<file path="src/design/axis_limit_params.svh">
// constants for the per-axis limit, home and abort supervisor
`ifndef AXIS_LIMIT_PARAMS_SVH
`define AXIS_LIMIT_PARAMS_SVH
`define NUM_AXES 4
`define NUM_GP_IN 16
`define LIMIT_ERR_CODE 8'h22
`define CLK_HZ 25000000
`define CREEP_SPEED_CPS 256
// creep step enable period: clock cycles per count at creep speed
`define CREEP_DIV_CYCLES (`CLK_HZ / `CREEP_SPEED_CPS)
`define SYNC_STAGES 2
`endif

</file>
<file path="src/design/axis_limit_pkg.sv">
// types shared by the supervisor design files
package axis_limit_pkg;
  // homing sequence states, one-hot
  typedef enum logic [7:0] {
    HOME_IDLE   = 8'h01,
    HOME_RUN    = 8'h02,
    HOME_STOP1  = 8'h04,
    HOME_CREEP  = 8'h08,
    HOME_INDEX  = 8'h10,
    HOME_STOP2  = 8'h20,
    HOME_ZERO   = 8'h40,
    HOME_HALT   = 8'h80
  } home_state_t;
  // homing mode requested with begin
  typedef enum logic [1:0] {
    MODE_MOVE  = 2'd0,
    MODE_EDGE  = 2'd1,
    MODE_INDEX = 2'd2,
    MODE_FULL  = 2'd3
  } home_mode_t;
endpackage : axis_limit_pkg

</file>
<file path="src/design/axis_limit_home_abort.sv">
// per-axis limit, home, index and abort supervisor
//
// Contract
// RQ1: forward limit active blocks forward motion of that axis at once.
// RQ2: reverse limit active blocks reverse motion of that axis at once.
// RQ3: limit during motion requests ramped stop, servo kept on.
// RQ4: limit activation dispatches the limit handler if one is defined.
// RQ5: begin toward an active limit is refused with error code 022.
// RQ6: forward and reverse limit states readable as single bits.
// RQ7: every home input edge toggles the home logic state.
// RQ8: edge search slews until home state changes, then ramped stop.
// RQ9: commander should program a high deceleration before edge search.
// RQ10: index search slews in jog direction until index rises; home ignored.
// RQ11: full homing reverses, creeps at 256 counts/s, then seeks index forward.
// RQ12: after index in full homing, stop and zero the position.
// RQ13: home state readable as 0 for low and 1 for high.
// RQ14: abort transition stops motion commands with no ramp.
// RQ15: abort turns off motor of axes with shutoff-on-error set.
// RQ16: abort on axes without shutoff stops fast and keeps servo.
// RQ17: abort transition terminates every running motion program.
// RQ18: reset input low requests full controller reset.
// RQ19: general inputs readable individually; 8 or 16 by axis count.
// RQ20: all external inputs pass a two-stage synchroniser first.
// RQ21: limit, home and homing state kept separately per axis.
`timescale 1ns/100ps
`include "axis_limit_params.svh"
module axis_limit_home_abort
  import axis_limit_pkg::*;
(
  // clock and reset
  input wire logic clk_sys_i,
  input wire logic sys_rst_i,
  // switch pins, asynchronous
  input wire logic [`NUM_AXES-1:0] forward_limit_in_i,
  input wire logic [`NUM_AXES-1:0] reverse_limit_in_i,
  input wire logic [`NUM_AXES-1:0] home_in_i,
  input wire logic [`NUM_AXES-1:0] index_in_i,
  input wire logic abort_in_i,
  input wire logic reset_in_n_i,
  input wire logic [`NUM_GP_IN-1:0] gp_in_i,
  // configuration from the controller core
  input wire logic limit_handler_defined_i,
  input wire logic [`NUM_AXES-1:0] shutoff_on_error_i,
  input wire logic [`NUM_AXES-1:0] jog_dir_rev_i,
  input wire logic [3:0] gp_index_i,
  // motion status and begin requests from the core
  input wire logic [`NUM_AXES-1:0] moving_i,
  input wire logic [`NUM_AXES-1:0] dir_rev_i,
  input wire logic [`NUM_AXES-1:0] begin_axis_cmd_i,
  input wire logic [`NUM_AXES-1:0] begin_dir_rev_i,
  input wire logic [1:0] begin_mode_i,
  input wire logic [`NUM_AXES-1:0] program_running_i,
  // motion inhibits and stop requests
  output logic [`NUM_AXES-1:0] fwd_inhibit_o,
  output logic [`NUM_AXES-1:0] rev_inhibit_o,
  output logic [`NUM_AXES-1:0] ramp_stop_o,
  output logic [`NUM_AXES-1:0] hard_stop_o,
  output logic [`NUM_AXES-1:0] motor_off_o,
  output logic [`NUM_AXES-1:0] program_kill_o,
  output logic controller_reset_o,
  // handler dispatch and begin errors
  output logic limit_dispatch_o,
  output logic begin_error_o,
  output logic [7:0] begin_error_code_o,
  // homing motion requests
  output logic [`NUM_AXES-1:0] home_slew_o,
  output logic [`NUM_AXES-1:0] home_dir_rev_o,
  output logic [`NUM_AXES-1:0] home_creep_o,
  output logic [`NUM_AXES-1:0] creep_step_o,
  output logic [`NUM_AXES-1:0] zero_position_o,
  output logic [`NUM_AXES-1:0] homing_done_o,
  // readable switch states
  output logic [`NUM_AXES-1:0] forward_limit_state_o,
  output logic [`NUM_AXES-1:0] reverse_limit_state_o,
  output logic [`NUM_AXES-1:0] home_state_axis_o,
  output logic abort_state_o,
  output logic [`NUM_GP_IN-1:0] gp_state_o,
  output logic gp_bit_o
);

  // ==========================================================
  // input synchronisation
  localparam int NSYNC = 4 * `NUM_AXES + 2 + `NUM_GP_IN;
  logic [NSYNC-1:0] raw_in;
  logic [NSYNC-1:0] sync_in;
  logic [`NUM_AXES-1:0] fl_s;
  logic [`NUM_AXES-1:0] rl_s;
  logic [`NUM_AXES-1:0] home_s;
  logic [`NUM_AXES-1:0] idx_s;
  logic abort_s;
  logic reset_req_s;
  logic [`NUM_GP_IN-1:0] gp_s;

  // reset pin enters inverted: a cleared synchroniser means no reset
  assign raw_in = {gp_in_i, ~reset_in_n_i, abort_in_i, index_in_i,
                   home_in_i, reverse_limit_in_i, forward_limit_in_i};

  // every pin sees two flops before use
  input_sync #(.WIDTH(NSYNC)) u_sync ( // see RQ20
    .clk_sys_i(clk_sys_i),
    .sys_rst_i(sys_rst_i),
    .async_i(raw_in),
    .sync_o(sync_in)
  );

  assign {gp_s, reset_req_s, abort_s, idx_s, home_s, rl_s, fl_s} = sync_in;

  // ==========================================================
  // previous values for edge detection
  logic [`NUM_AXES-1:0] fl_q;
  logic [`NUM_AXES-1:0] rl_q;
  logic [`NUM_AXES-1:0] home_q;
  logic [`NUM_AXES-1:0] idx_q;
  logic abort_q;
  logic [`NUM_AXES-1:0] fl_rise;
  logic [`NUM_AXES-1:0] rl_rise;
  logic [`NUM_AXES-1:0] home_edge;
  logic [`NUM_AXES-1:0] idx_rise;
  logic abort_edge;

  always_ff @(posedge clk_sys_i or posedge sys_rst_i) begin
    if (sys_rst_i) begin
      fl_q <= '0;
      rl_q <= '0;
      home_q <= '0;
      idx_q <= '0;
      abort_q <= 1'b0;
    end else begin
      fl_q <= fl_s;
      rl_q <= rl_s;
      home_q <= home_s;
      idx_q <= idx_s;
      abort_q <= abort_s;
    end
  end

  assign fl_rise = fl_s & ~fl_q;
  assign rl_rise = rl_s & ~rl_q;
  assign home_edge = home_s ^ home_q; // see RQ7
  assign idx_rise = idx_s & ~idx_q;
  assign abort_edge = abort_s ^ abort_q; // see RQ14

  // ==========================================================
  // creep step enable at 256 counts per second
  localparam logic [16:0] CREEP_LAST = 17'(`CREEP_DIV_CYCLES - 1);
  logic [16:0] creep_cnt;
  logic creep_tick;

  always_ff @(posedge clk_sys_i or posedge sys_rst_i) begin
    if (sys_rst_i) begin
      creep_cnt <= '0;
      creep_tick <= 1'b0;
    end else begin
      creep_tick <= (creep_cnt == CREEP_LAST);
      creep_cnt <= (creep_cnt == CREEP_LAST) ? 17'h0_0000 : creep_cnt + 1'b1;
    end
  end

  // ==========================================================
  // global outputs: reset, abort, general inputs, dispatch, errors
  logic [`NUM_AXES-1:0] begin_blocked;
  assign begin_blocked = begin_axis_cmd_i &
      ((fl_s & ~begin_dir_rev_i) | (rl_s & begin_dir_rev_i)); // see RQ5

  always_ff @(posedge clk_sys_i or posedge sys_rst_i) begin
    if (sys_rst_i) begin
      controller_reset_o <= 1'b0;
      abort_state_o <= 1'b0;
      gp_state_o <= '0;
      gp_bit_o <= 1'b0;
      limit_dispatch_o <= 1'b0;
      begin_error_o <= 1'b0;
      begin_error_code_o <= 8'h00;
    end else begin
      controller_reset_o <= reset_req_s; // see RQ18
      abort_state_o <= abort_s;
      gp_state_o <= gp_s; // see RQ19
      gp_bit_o <= gp_s[gp_index_i]; // see RQ19
      // handler runs only when software has one
      limit_dispatch_o <= limit_handler_defined_i &
                          (|(fl_rise | rl_rise)); // see RQ4
      begin_error_o <= |begin_blocked; // see RQ5
      if (|begin_blocked) begin
        begin_error_code_o <= `LIMIT_ERR_CODE; // see RQ5
      end
    end
  end

  // ==========================================================
  // per-axis supervisor, independent state per axis
  genvar ax;
  generate
    for (ax = 0; ax < `NUM_AXES; ax++) begin : g_axis // see RQ21
      home_state_t hstate;
      home_state_t next_hstate;
      home_mode_t hmode;
      logic hdir;
      logic start_ok;

      assign start_ok = begin_axis_cmd_i[ax] & ~begin_blocked[ax] &
                        ~abort_edge;

      // homing sequencer next state
      always_comb begin
        next_hstate = hstate;
        case (hstate)
          HOME_IDLE: begin
            if (start_ok && home_mode_t'(begin_mode_i) != MODE_MOVE) begin
              next_hstate = HOME_RUN;
            end
          end
          HOME_RUN: begin
            if (hmode == MODE_INDEX && idx_rise[ax]) begin
              next_hstate = HOME_HALT; // see RQ10
            end else if (hmode == MODE_EDGE && home_edge[ax]) begin
              next_hstate = HOME_HALT; // see RQ8
            end else if (hmode == MODE_FULL && home_edge[ax]) begin
              next_hstate = HOME_STOP1;
            end
          end
          HOME_STOP1: begin
            if (!moving_i[ax]) begin
              next_hstate = HOME_CREEP; // see RQ11
            end
          end
          HOME_CREEP: begin
            if (home_edge[ax]) begin
              next_hstate = HOME_INDEX; // see RQ11
            end
          end
          HOME_INDEX: begin
            if (idx_rise[ax]) begin
              next_hstate = HOME_STOP2; // see RQ12
            end
          end
          HOME_STOP2: begin
            if (!moving_i[ax]) begin
              next_hstate = HOME_ZERO; // see RQ12
            end
          end
          HOME_ZERO: next_hstate = HOME_IDLE;
          HOME_HALT: begin
            if (!moving_i[ax]) begin
              next_hstate = HOME_IDLE;
            end
          end
          default: next_hstate = HOME_IDLE;
        endcase
        if (abort_edge) begin
          next_hstate = HOME_IDLE; // see RQ14
        end
      end

      // sequencer state, mode and direction
      always_ff @(posedge clk_sys_i or posedge sys_rst_i) begin
        if (sys_rst_i) begin
          hstate <= HOME_IDLE;
          hmode <= MODE_MOVE;
          hdir <= 1'b0;
        end else begin
          hstate <= next_hstate;
          if (hstate == HOME_IDLE && start_ok) begin
            hmode <= home_mode_t'(begin_mode_i);
            // index search follows jog direction, others the switch
            hdir <= (home_mode_t'(begin_mode_i) == MODE_INDEX) ?
                    jog_dir_rev_i[ax] : home_s[ax]; // see RQ8
          end else if (hstate == HOME_STOP1 && !moving_i[ax]) begin
            hdir <= ~hdir; // see RQ11
          end else if (hstate == HOME_CREEP && home_edge[ax]) begin
            hdir <= 1'b0; // increasing count, see RQ11
          end
        end
      end

      // homing motion and zero-load outputs
      always_ff @(posedge clk_sys_i or posedge sys_rst_i) begin
        if (sys_rst_i) begin
          home_slew_o[ax] <= 1'b0;
          home_dir_rev_o[ax] <= 1'b0;
          home_creep_o[ax] <= 1'b0;
          creep_step_o[ax] <= 1'b0;
          zero_position_o[ax] <= 1'b0;
          homing_done_o[ax] <= 1'b0;
        end else begin
          home_slew_o[ax] <= (next_hstate == HOME_RUN);
          home_dir_rev_o[ax] <= hdir;
          home_creep_o[ax] <= (hstate == HOME_CREEP) ||
                              (hstate == HOME_INDEX);
          creep_step_o[ax] <= creep_tick && ((hstate == HOME_CREEP) ||
                              (hstate == HOME_INDEX)); // see RQ11
          zero_position_o[ax] <= (hstate == HOME_ZERO); // see RQ12
          homing_done_o[ax] <= (hstate == HOME_ZERO) ||
              (hstate == HOME_HALT && !moving_i[ax]);
        end
      end

      // limits, stops, abort response and state reporting
      always_ff @(posedge clk_sys_i or posedge sys_rst_i) begin
        if (sys_rst_i) begin
          fwd_inhibit_o[ax] <= 1'b0;
          rev_inhibit_o[ax] <= 1'b0;
          ramp_stop_o[ax] <= 1'b0;
          hard_stop_o[ax] <= 1'b0;
          motor_off_o[ax] <= 1'b0;
          program_kill_o[ax] <= 1'b0;
          forward_limit_state_o[ax] <= 1'b0;
          reverse_limit_state_o[ax] <= 1'b0;
          home_state_axis_o[ax] <= 1'b0;
        end else begin
          fwd_inhibit_o[ax] <= fl_s[ax]; // see RQ1
          rev_inhibit_o[ax] <= rl_s[ax]; // see RQ2
          // ramped stop on limit hit while moving toward it
          ramp_stop_o[ax] <= moving_i[ax] &&
              ((fl_s[ax] && !dir_rev_i[ax]) ||
               (rl_s[ax] && dir_rev_i[ax]) ||
               next_hstate == HOME_HALT ||
               next_hstate == HOME_STOP1 ||
               next_hstate == HOME_STOP2); // see RQ3
          hard_stop_o[ax] <= abort_edge && !shutoff_on_error_i[ax]; // see RQ16
          // motor off holds until a new begin is taken
          if (abort_edge && shutoff_on_error_i[ax]) begin
            motor_off_o[ax] <= 1'b1; // see RQ15
          end else if (start_ok) begin
            motor_off_o[ax] <= 1'b0;
          end
          program_kill_o[ax] <= abort_edge && program_running_i[ax]; // see RQ17
          forward_limit_state_o[ax] <= fl_s[ax]; // see RQ6
          reverse_limit_state_o[ax] <= rl_s[ax]; // see RQ6
          home_state_axis_o[ax] <= home_s[ax]; // see RQ13
        end
      end
    end
  endgenerate

endmodule : axis_limit_home_abort

</file>
<file path="src/design/input_sync.sv">
// two-stage synchroniser for a group of asynchronous inputs
`timescale 1ns/100ps
module input_sync #(
  parameter int WIDTH = 1
) (
  // clock and reset
  input wire logic clk_sys_i,
  input wire logic sys_rst_i,
  // raw and synchronised inputs
  input wire logic [WIDTH-1:0] async_i,
  output logic [WIDTH-1:0] sync_o
);
  logic [WIDTH-1:0] meta;
  // first stage feeds only the second stage
  always_ff @(posedge clk_sys_i or posedge sys_rst_i) begin
    if (sys_rst_i) begin
      meta <= '0;
      sync_o <= '0;
    end else begin
      meta <= async_i;
      sync_o <= meta;
    end
  end
endmodule : input_sync

</file>
<file path="config.mk">
export PLATFORM = sky130hd
export DESIGN_NAME = axis_limit_home_abort
export DESIGN_NICKNAME = d
export VERILOG_FILES = /design/src/design/axis_limit_pkg.sv /design/src/design/axis_limit_home_abort.sv /design/src/design/input_sync.sv
export VERILOG_INCLUDE_DIRS = /design/src /design/src/design
export SDC_FILE = /design/constraint.sdc
export NUM_CORES = 1
export LEC_CHECK = 0
export BUFFER_PORTS_ARGS = -buffer_cell sky130_fd_sc_hd__buf_2
export CAP_MARGIN = 5
export CORE_UTILIZATION = 35
export DETAILED_ROUTE_END_ITERATION = 8
export SLEW_MARGIN = 20
export SYNTH_ARGS = -nofsm -noshare
export SYNTH_HDL_FRONTEND = slang
export SYNTH_SLANG_ARGS = --single-unit
</file>
<file path="constraint.sdc">
create_clock -name clk_sys_i -period 6.9 [get_ports clk_sys_i]
set_clock_uncertainty 0.05 [all_clocks]
set_input_delay 0.69 -clock clk_sys_i [delete_from_list [all_inputs] [get_ports clk_sys_i]]
set_output_delay 0.69 -clock clk_sys_i [all_outputs]
set_load 0.1 [all_outputs]
</file>
* After elaboration in Yosys (flattened, before gate mapping)
Cells that the tools add are included.
** Storage, ports and cells
- Register bits :: 220
- Input port bits :: 71
- Output and inout bits :: 89
- Word-level logic and storage cells :: 354
** Cells by class
- Add/sub/neg operators :: 1
- Magnitude comparators :: 1
- Equal/unequal tests :: 62
- Mux-type cells :: 71
- Bitwise logic cells :: 33
- Reduce and logical (&&, ||, !) cells :: 107
** Operator list (count)
- 8-bit two-way mux :: 40
- 8-bit one-hot mux with 7 select lines :: 4
- 8-bit by 2-bit == test with 1-bit output, second input constant :: 8
- 8-bit by 3-bit == test with 1-bit output, second input constant :: 8
- 8-bit by 6-bit == test with 1-bit output, second input constant :: 8
- 8-bit == test, second input constant :: 8
- 1-bit logical AND :: 60
- 8-bit by 1-bit == test with 1-bit output, second input constant :: 4
- 8-bit by 4-bit == test with 1-bit output, second input constant :: 4
- 8-bit by 5-bit == test with 1-bit output, second input constant :: 4
- 8-bit by 7-bit == test with 1-bit output, second input constant :: 4
- 1-bit two-way mux :: 25
- 4-bit bitwise AND :: 6
- 1-bit logical OR :: 24
- 2-bit == test, second input constant :: 9
- 17-bit by 1-bit adder with 17-bit output, second input constant :: 1
- 17-bit == test, second input constant :: 1
- 17-bit two-way mux :: 1
- 4-bit NOT :: 4
- 1-bit logical NOT :: 12
- 3-bit nonzero test :: 4
- 1-bit NOT :: 10
- 2-bit nonzero test :: 5
- 1-bit bitwise AND :: 9
- other kinds (7) :: 12

* Logic depth before layout (Yosys ltp)
- Depth in word-level cells :: 16
- Mapped depth :: 8
- Gate-level depth less buffers :: 7

* Hierarchy
From an unflattened synthesis, not the netlist that was laid out.
** Second synthesis, totals
- Cells, all modules :: 665
- Area, all modules :: 8164.1 µm²
** Modules (own cells, without submodules)
- axis_limit_home_abort :: times used 1, cells an instance 596, area each 6458.7 µm², sequential area each 3508.4 µm²
- input_sync :: times used 1, cells an instance 69, area each 1705.4 µm², sequential area each 1701.6 µm²

* Worst setup path after synthesis
No wires, ideal clock.
- Kind :: register to register
- From :: register, netlist name abort_state_o
- To :: register ramp_stop_o[2]
- Setup time :: 0.129 ns
- Arrival time :: 2.364 ns
- Setup slack :: 4.357 ns
- Stages on the path, launching flop included :: 7
- Buffers on the path :: 0
- Clock period less this slack :: 2.543 ns
- Cells stage by stage :: dfrtp_1 xnor2_1 and2_1 a31oi_1 a2111oi_0 nor3_1 o41a_1
** RTL lines
- to (signal, indexed assignment) :: RTL line axis_limit_home_abort.sv:313 : ramp_stop_o[ax] <= moving_i[ax] &&
- to (decl) :: RTL line axis_limit_home_abort.sv:56 : output logic [`NUM_AXES-1:0] ramp_stop_o,

* Worst setup path in the final report
- From :: register g_axis[0].hstate[5]
- To :: register ramp_stop_o[0]
** On the way
- Elaborated cells on any way between the ends :: 25
** RTL lines
- from (decl) :: RTL line axis_limit_home_abort.sv:194 : home_state_t hstate;
- from (signal assigned) :: RTL line axis_limit_home_abort.sv:261 : hstate <= next_hstate;
- 8-bit == test (tied with other cells) :: RTL line axis_limit_home_abort.sv:206 : case (hstate)
- 8-bit one-hot mux with 7 select lines * :: RTL line axis_limit_home_abort.sv:206
- 8-bit two-way mux * :: RTL line axis_limit_home_abort.sv:249 : if (abort_edge) begin
- named net g_axis[0].next_hstate[7] :: RTL line axis_limit_home_abort.sv:195 : home_state_t next_hstate;
- 8-bit == test :: RTL line axis_limit_home_abort.sv:316 : next_hstate == HOME_HALT ||
- 1-bit logical OR :: RTL line axis_limit_home_abort.sv:315 : (rl_s[ax] && dir_rev_i[ax]) ||
- 1-bit logical OR :: RTL line axis_limit_home_abort.sv:316
- 1-bit logical OR * :: RTL line axis_limit_home_abort.sv:317 : next_hstate == HOME_STOP1 ||
- 1-bit logical AND * :: RTL line axis_limit_home_abort.sv:313
Mark *: on every way through the listed nets, which the timed path passes. The rest lies on a longest branch.
A chain may end at the register's enable or synchronous reset.

==> results.toml <==
[critical_path]
start_kind = "flop"
r2r-start = "g_axis[0].hstate[5]"
crit_end = "ramp_stop_o[0]"
critPathKind = "flop to flop"
r2r_end = "ramp_stop_o[0]"
arrival_ps = 2880
critPathCaptureType = "flop"
rr_worst_depth = 6
critical_path.startpoint = "g_axis[0].hstate[5]"
crit_path_max_fanout = 9
r2r_slack_ps = 4380
worst_ep_required_time_ps = 7260

[drt]
antenna_left = 0
wire_per_inst_um = 16.3
vias_per_cell = 4.88
routed_wirelength_um = 18800
first_iter_violations = 292
first_pass_iters = 4
vias = 5620
drc = 0

[hold_path]
hp-class = "input pin to flop"

[logic_synthesis]
synth-edff-count = 0
synth_top_cell_area_share = 0.626
syn-cell-area_um2 = 8160
synth_area_leader_cell = "dfrtp_1"
netlist-cell-type-count = 68
synthArstFlopShare = 1.00
syn_inst = 664
synthFlopType = "dfrtp_1"
synthTopCellsByArea = "dfrtp_1 63%, nor2_1 2.8%, xor2_1 2.1%"
ys_warn_count = 0
synth_seq_cells = 208
syn_area_per_cell_um2 = 12.3
yosysSeqAreaShare = 0.638

[cts]
clk_pin_slew_ps = 60
clockBufferDepth = 3
cts_root_buf = "clkbuf_16"
tritoncts = "done"
h-tree-depth = 1
cts.sinks = 208
hold_buffers = 0
clock_latency_ps = 500
post-cts-setup-buffer-count = 0
cts_resized = 0
cts_made_buffers = 22

[global_route]
grt_remaining_overflow = 0
grt_max_degree = 147
grt_pass1_wl_um = 30300
grtUsageMet3 = 0.0482
grtUsageTotal = 0.162
busiest_layer = "met2"
use_met1 = 0.221
antenna_found_initial = 1
grt_pass1_vias = 5669
grt_use_met2 = 0.252

[flow_run]
cap_violations = 0

[sta]
fmax_mhz = 397
slew_headroom = 0.352
rsz0062_at_grt = "false"
hold_viol = 0
fin_tns_setup_ps = 0
worstMarginPinSlew_ps = 969
finalMaxSlewViolations = 0
period_minus_slack_ps = 2520
setup_violations = 0
post-route-period-util = 0.365

[placement]
port_buffers = 153
globalplace.congestion = 0.867
place_hpwl_um = 13500
dp.cells = 1111

[cells_and_area]
nFillCells = 2132
instances_no_fill = 1151
area_growth_pct = 22.4
final_common_cell = "dfrtp_1"
most-common-layout-cells = "204 x dfrtp_1, 153 x buf_2, 61 x nor2_1, 33 x a21oi_1, 30 x nand2_1"
drive_gt1_frac = 0.268
n_antenna_cell = 0
fin_util = 0.438
num-nets-final = 894

[power]
cellPowerDensity_nw_per_um2 = 313
max-vdd-ir-drop_mv = 0.239
leakage_nw = 4.54

[die]
ios = 160
core_um2 = 22800
die_h_um = 155
dieArea_um2 = 23900
die_x_um = 155
num_rows = 55
initial_utilization = 0.358

[run_status]
status = "finished clean"
worst min-delay path by stage:
stage | slack (ps) | endpoint | startpoint | depth (start not counted)
after global routing | 220 | u_sync.meta[14] | index_in_i[2] | 1
after floorplan | 280 | controller_reset_o | u_sync.sync_o[17] | 0
after global placement | 280 | u_sync.sync_o[33] | u_sync.meta[33] | 0
final | 240 | u_sync.meta[14] | index_in_i[2] | 1
after CTS | 220 | u_sync.meta[14] | index_in_i[2] | 1
after detailed placement | 280 | u_sync.sync_o[14] | u_sync.meta[14] | 0
power breakdown:
group          leakage, nW  switching, mW  internal (mW)  total, mW
logic                 1.59          0.401          0.111      0.512
clock network        0.382          0.466          0.791       1.26
registers             2.57         0.0583           1.30       1.36
total                 4.54          0.925           2.20       3.13
state kept, by name, summed over array words and instances, names as in the netlist, 8 cells and up:
name	count
u_sync.sync_o	34
gp_state_o	16
creep_cnt	17
g_axis.hstate	32
u_sync.meta	34
g_axis.hmode	8
area by class of cell:
| class | instances | area (µm²) | area share |
|---|---|---|---|
| Tap cell | 313 | 392 | 0.0392 |
| Clock buffer | 30 | 632 | 0.0633 |
| Multi-Input combinational cell | 409 | 2700 | 0.271 |
| Clock inverter | 10 | 155 | 0.0155 |
| Sequential cell | 208 | 5210 | 0.522 |
| Inverter | 25 | 106 | 0.0107 |
| Timing Repair Buffer | 156 | 788 | 0.0789 |
routing by layer:
layer  vias up  share of wire
met5         -              0
met4         0          0.018
met3        27          0.087
met2       207           0.45
met1      2711           0.45
li1       2675              -
cell usage after synthesis (all sizes together) (4+ instances only):
library cell	n
dfstp	4
nand2b	19
nor2	61
dfrtp	204
xnor2	11
buf	21
o22ai	4
nand2	30
o31ai	7
or4	5
nand4b	5
nand3	24
o41a	4
nor4	15
xor2	20
a211oi	4
a31oi	10
nor2b	11
mux4	5
mux2	7
clkbuf	6
inv	25
nand4	14
nor3	11
a21oi	33
and4	5
and3	4
mux2i	9
or3	5
and2	11
a311oi	7
o21ai	22
a2111oi	4
worst max-delay path: stages, from the launching register on:
cell	delay, ps
dfrtp_1	490
or4_4	600
nor4_1	590
a211oi_1	190
a311oi_2	330
o21ai_1	110
o31ai_1	70
cell families after synthesis:
kind of cell,after synthesis,synth area share
AO/OA/AOI/OAI,113,0.0935
multiplexers,21,0.0345
XOR/XNOR,31,0.0333
flip-flops,208,0.638
buffers and inverters,52,0.0336
AND/OR/NAND/NOR,237,0.165
adder cells (fa/ha/maj),1,0.00153
other,1,0.000460
metrics by stage:
step                      hold WS, ps  area (µm²)  worst slack [ps]  total power, mW
final                             240        9980              4380             3.13
after global routing              216        9980              4180             3.26
after CTS                         222        9980              4410             3.17
after detailed placement          285        9190              4250             1.90
after global placement            281        9190              4290             1.89
after floorplan                   281        8180               486             1.78
Power figures use the tool's default switching activity.
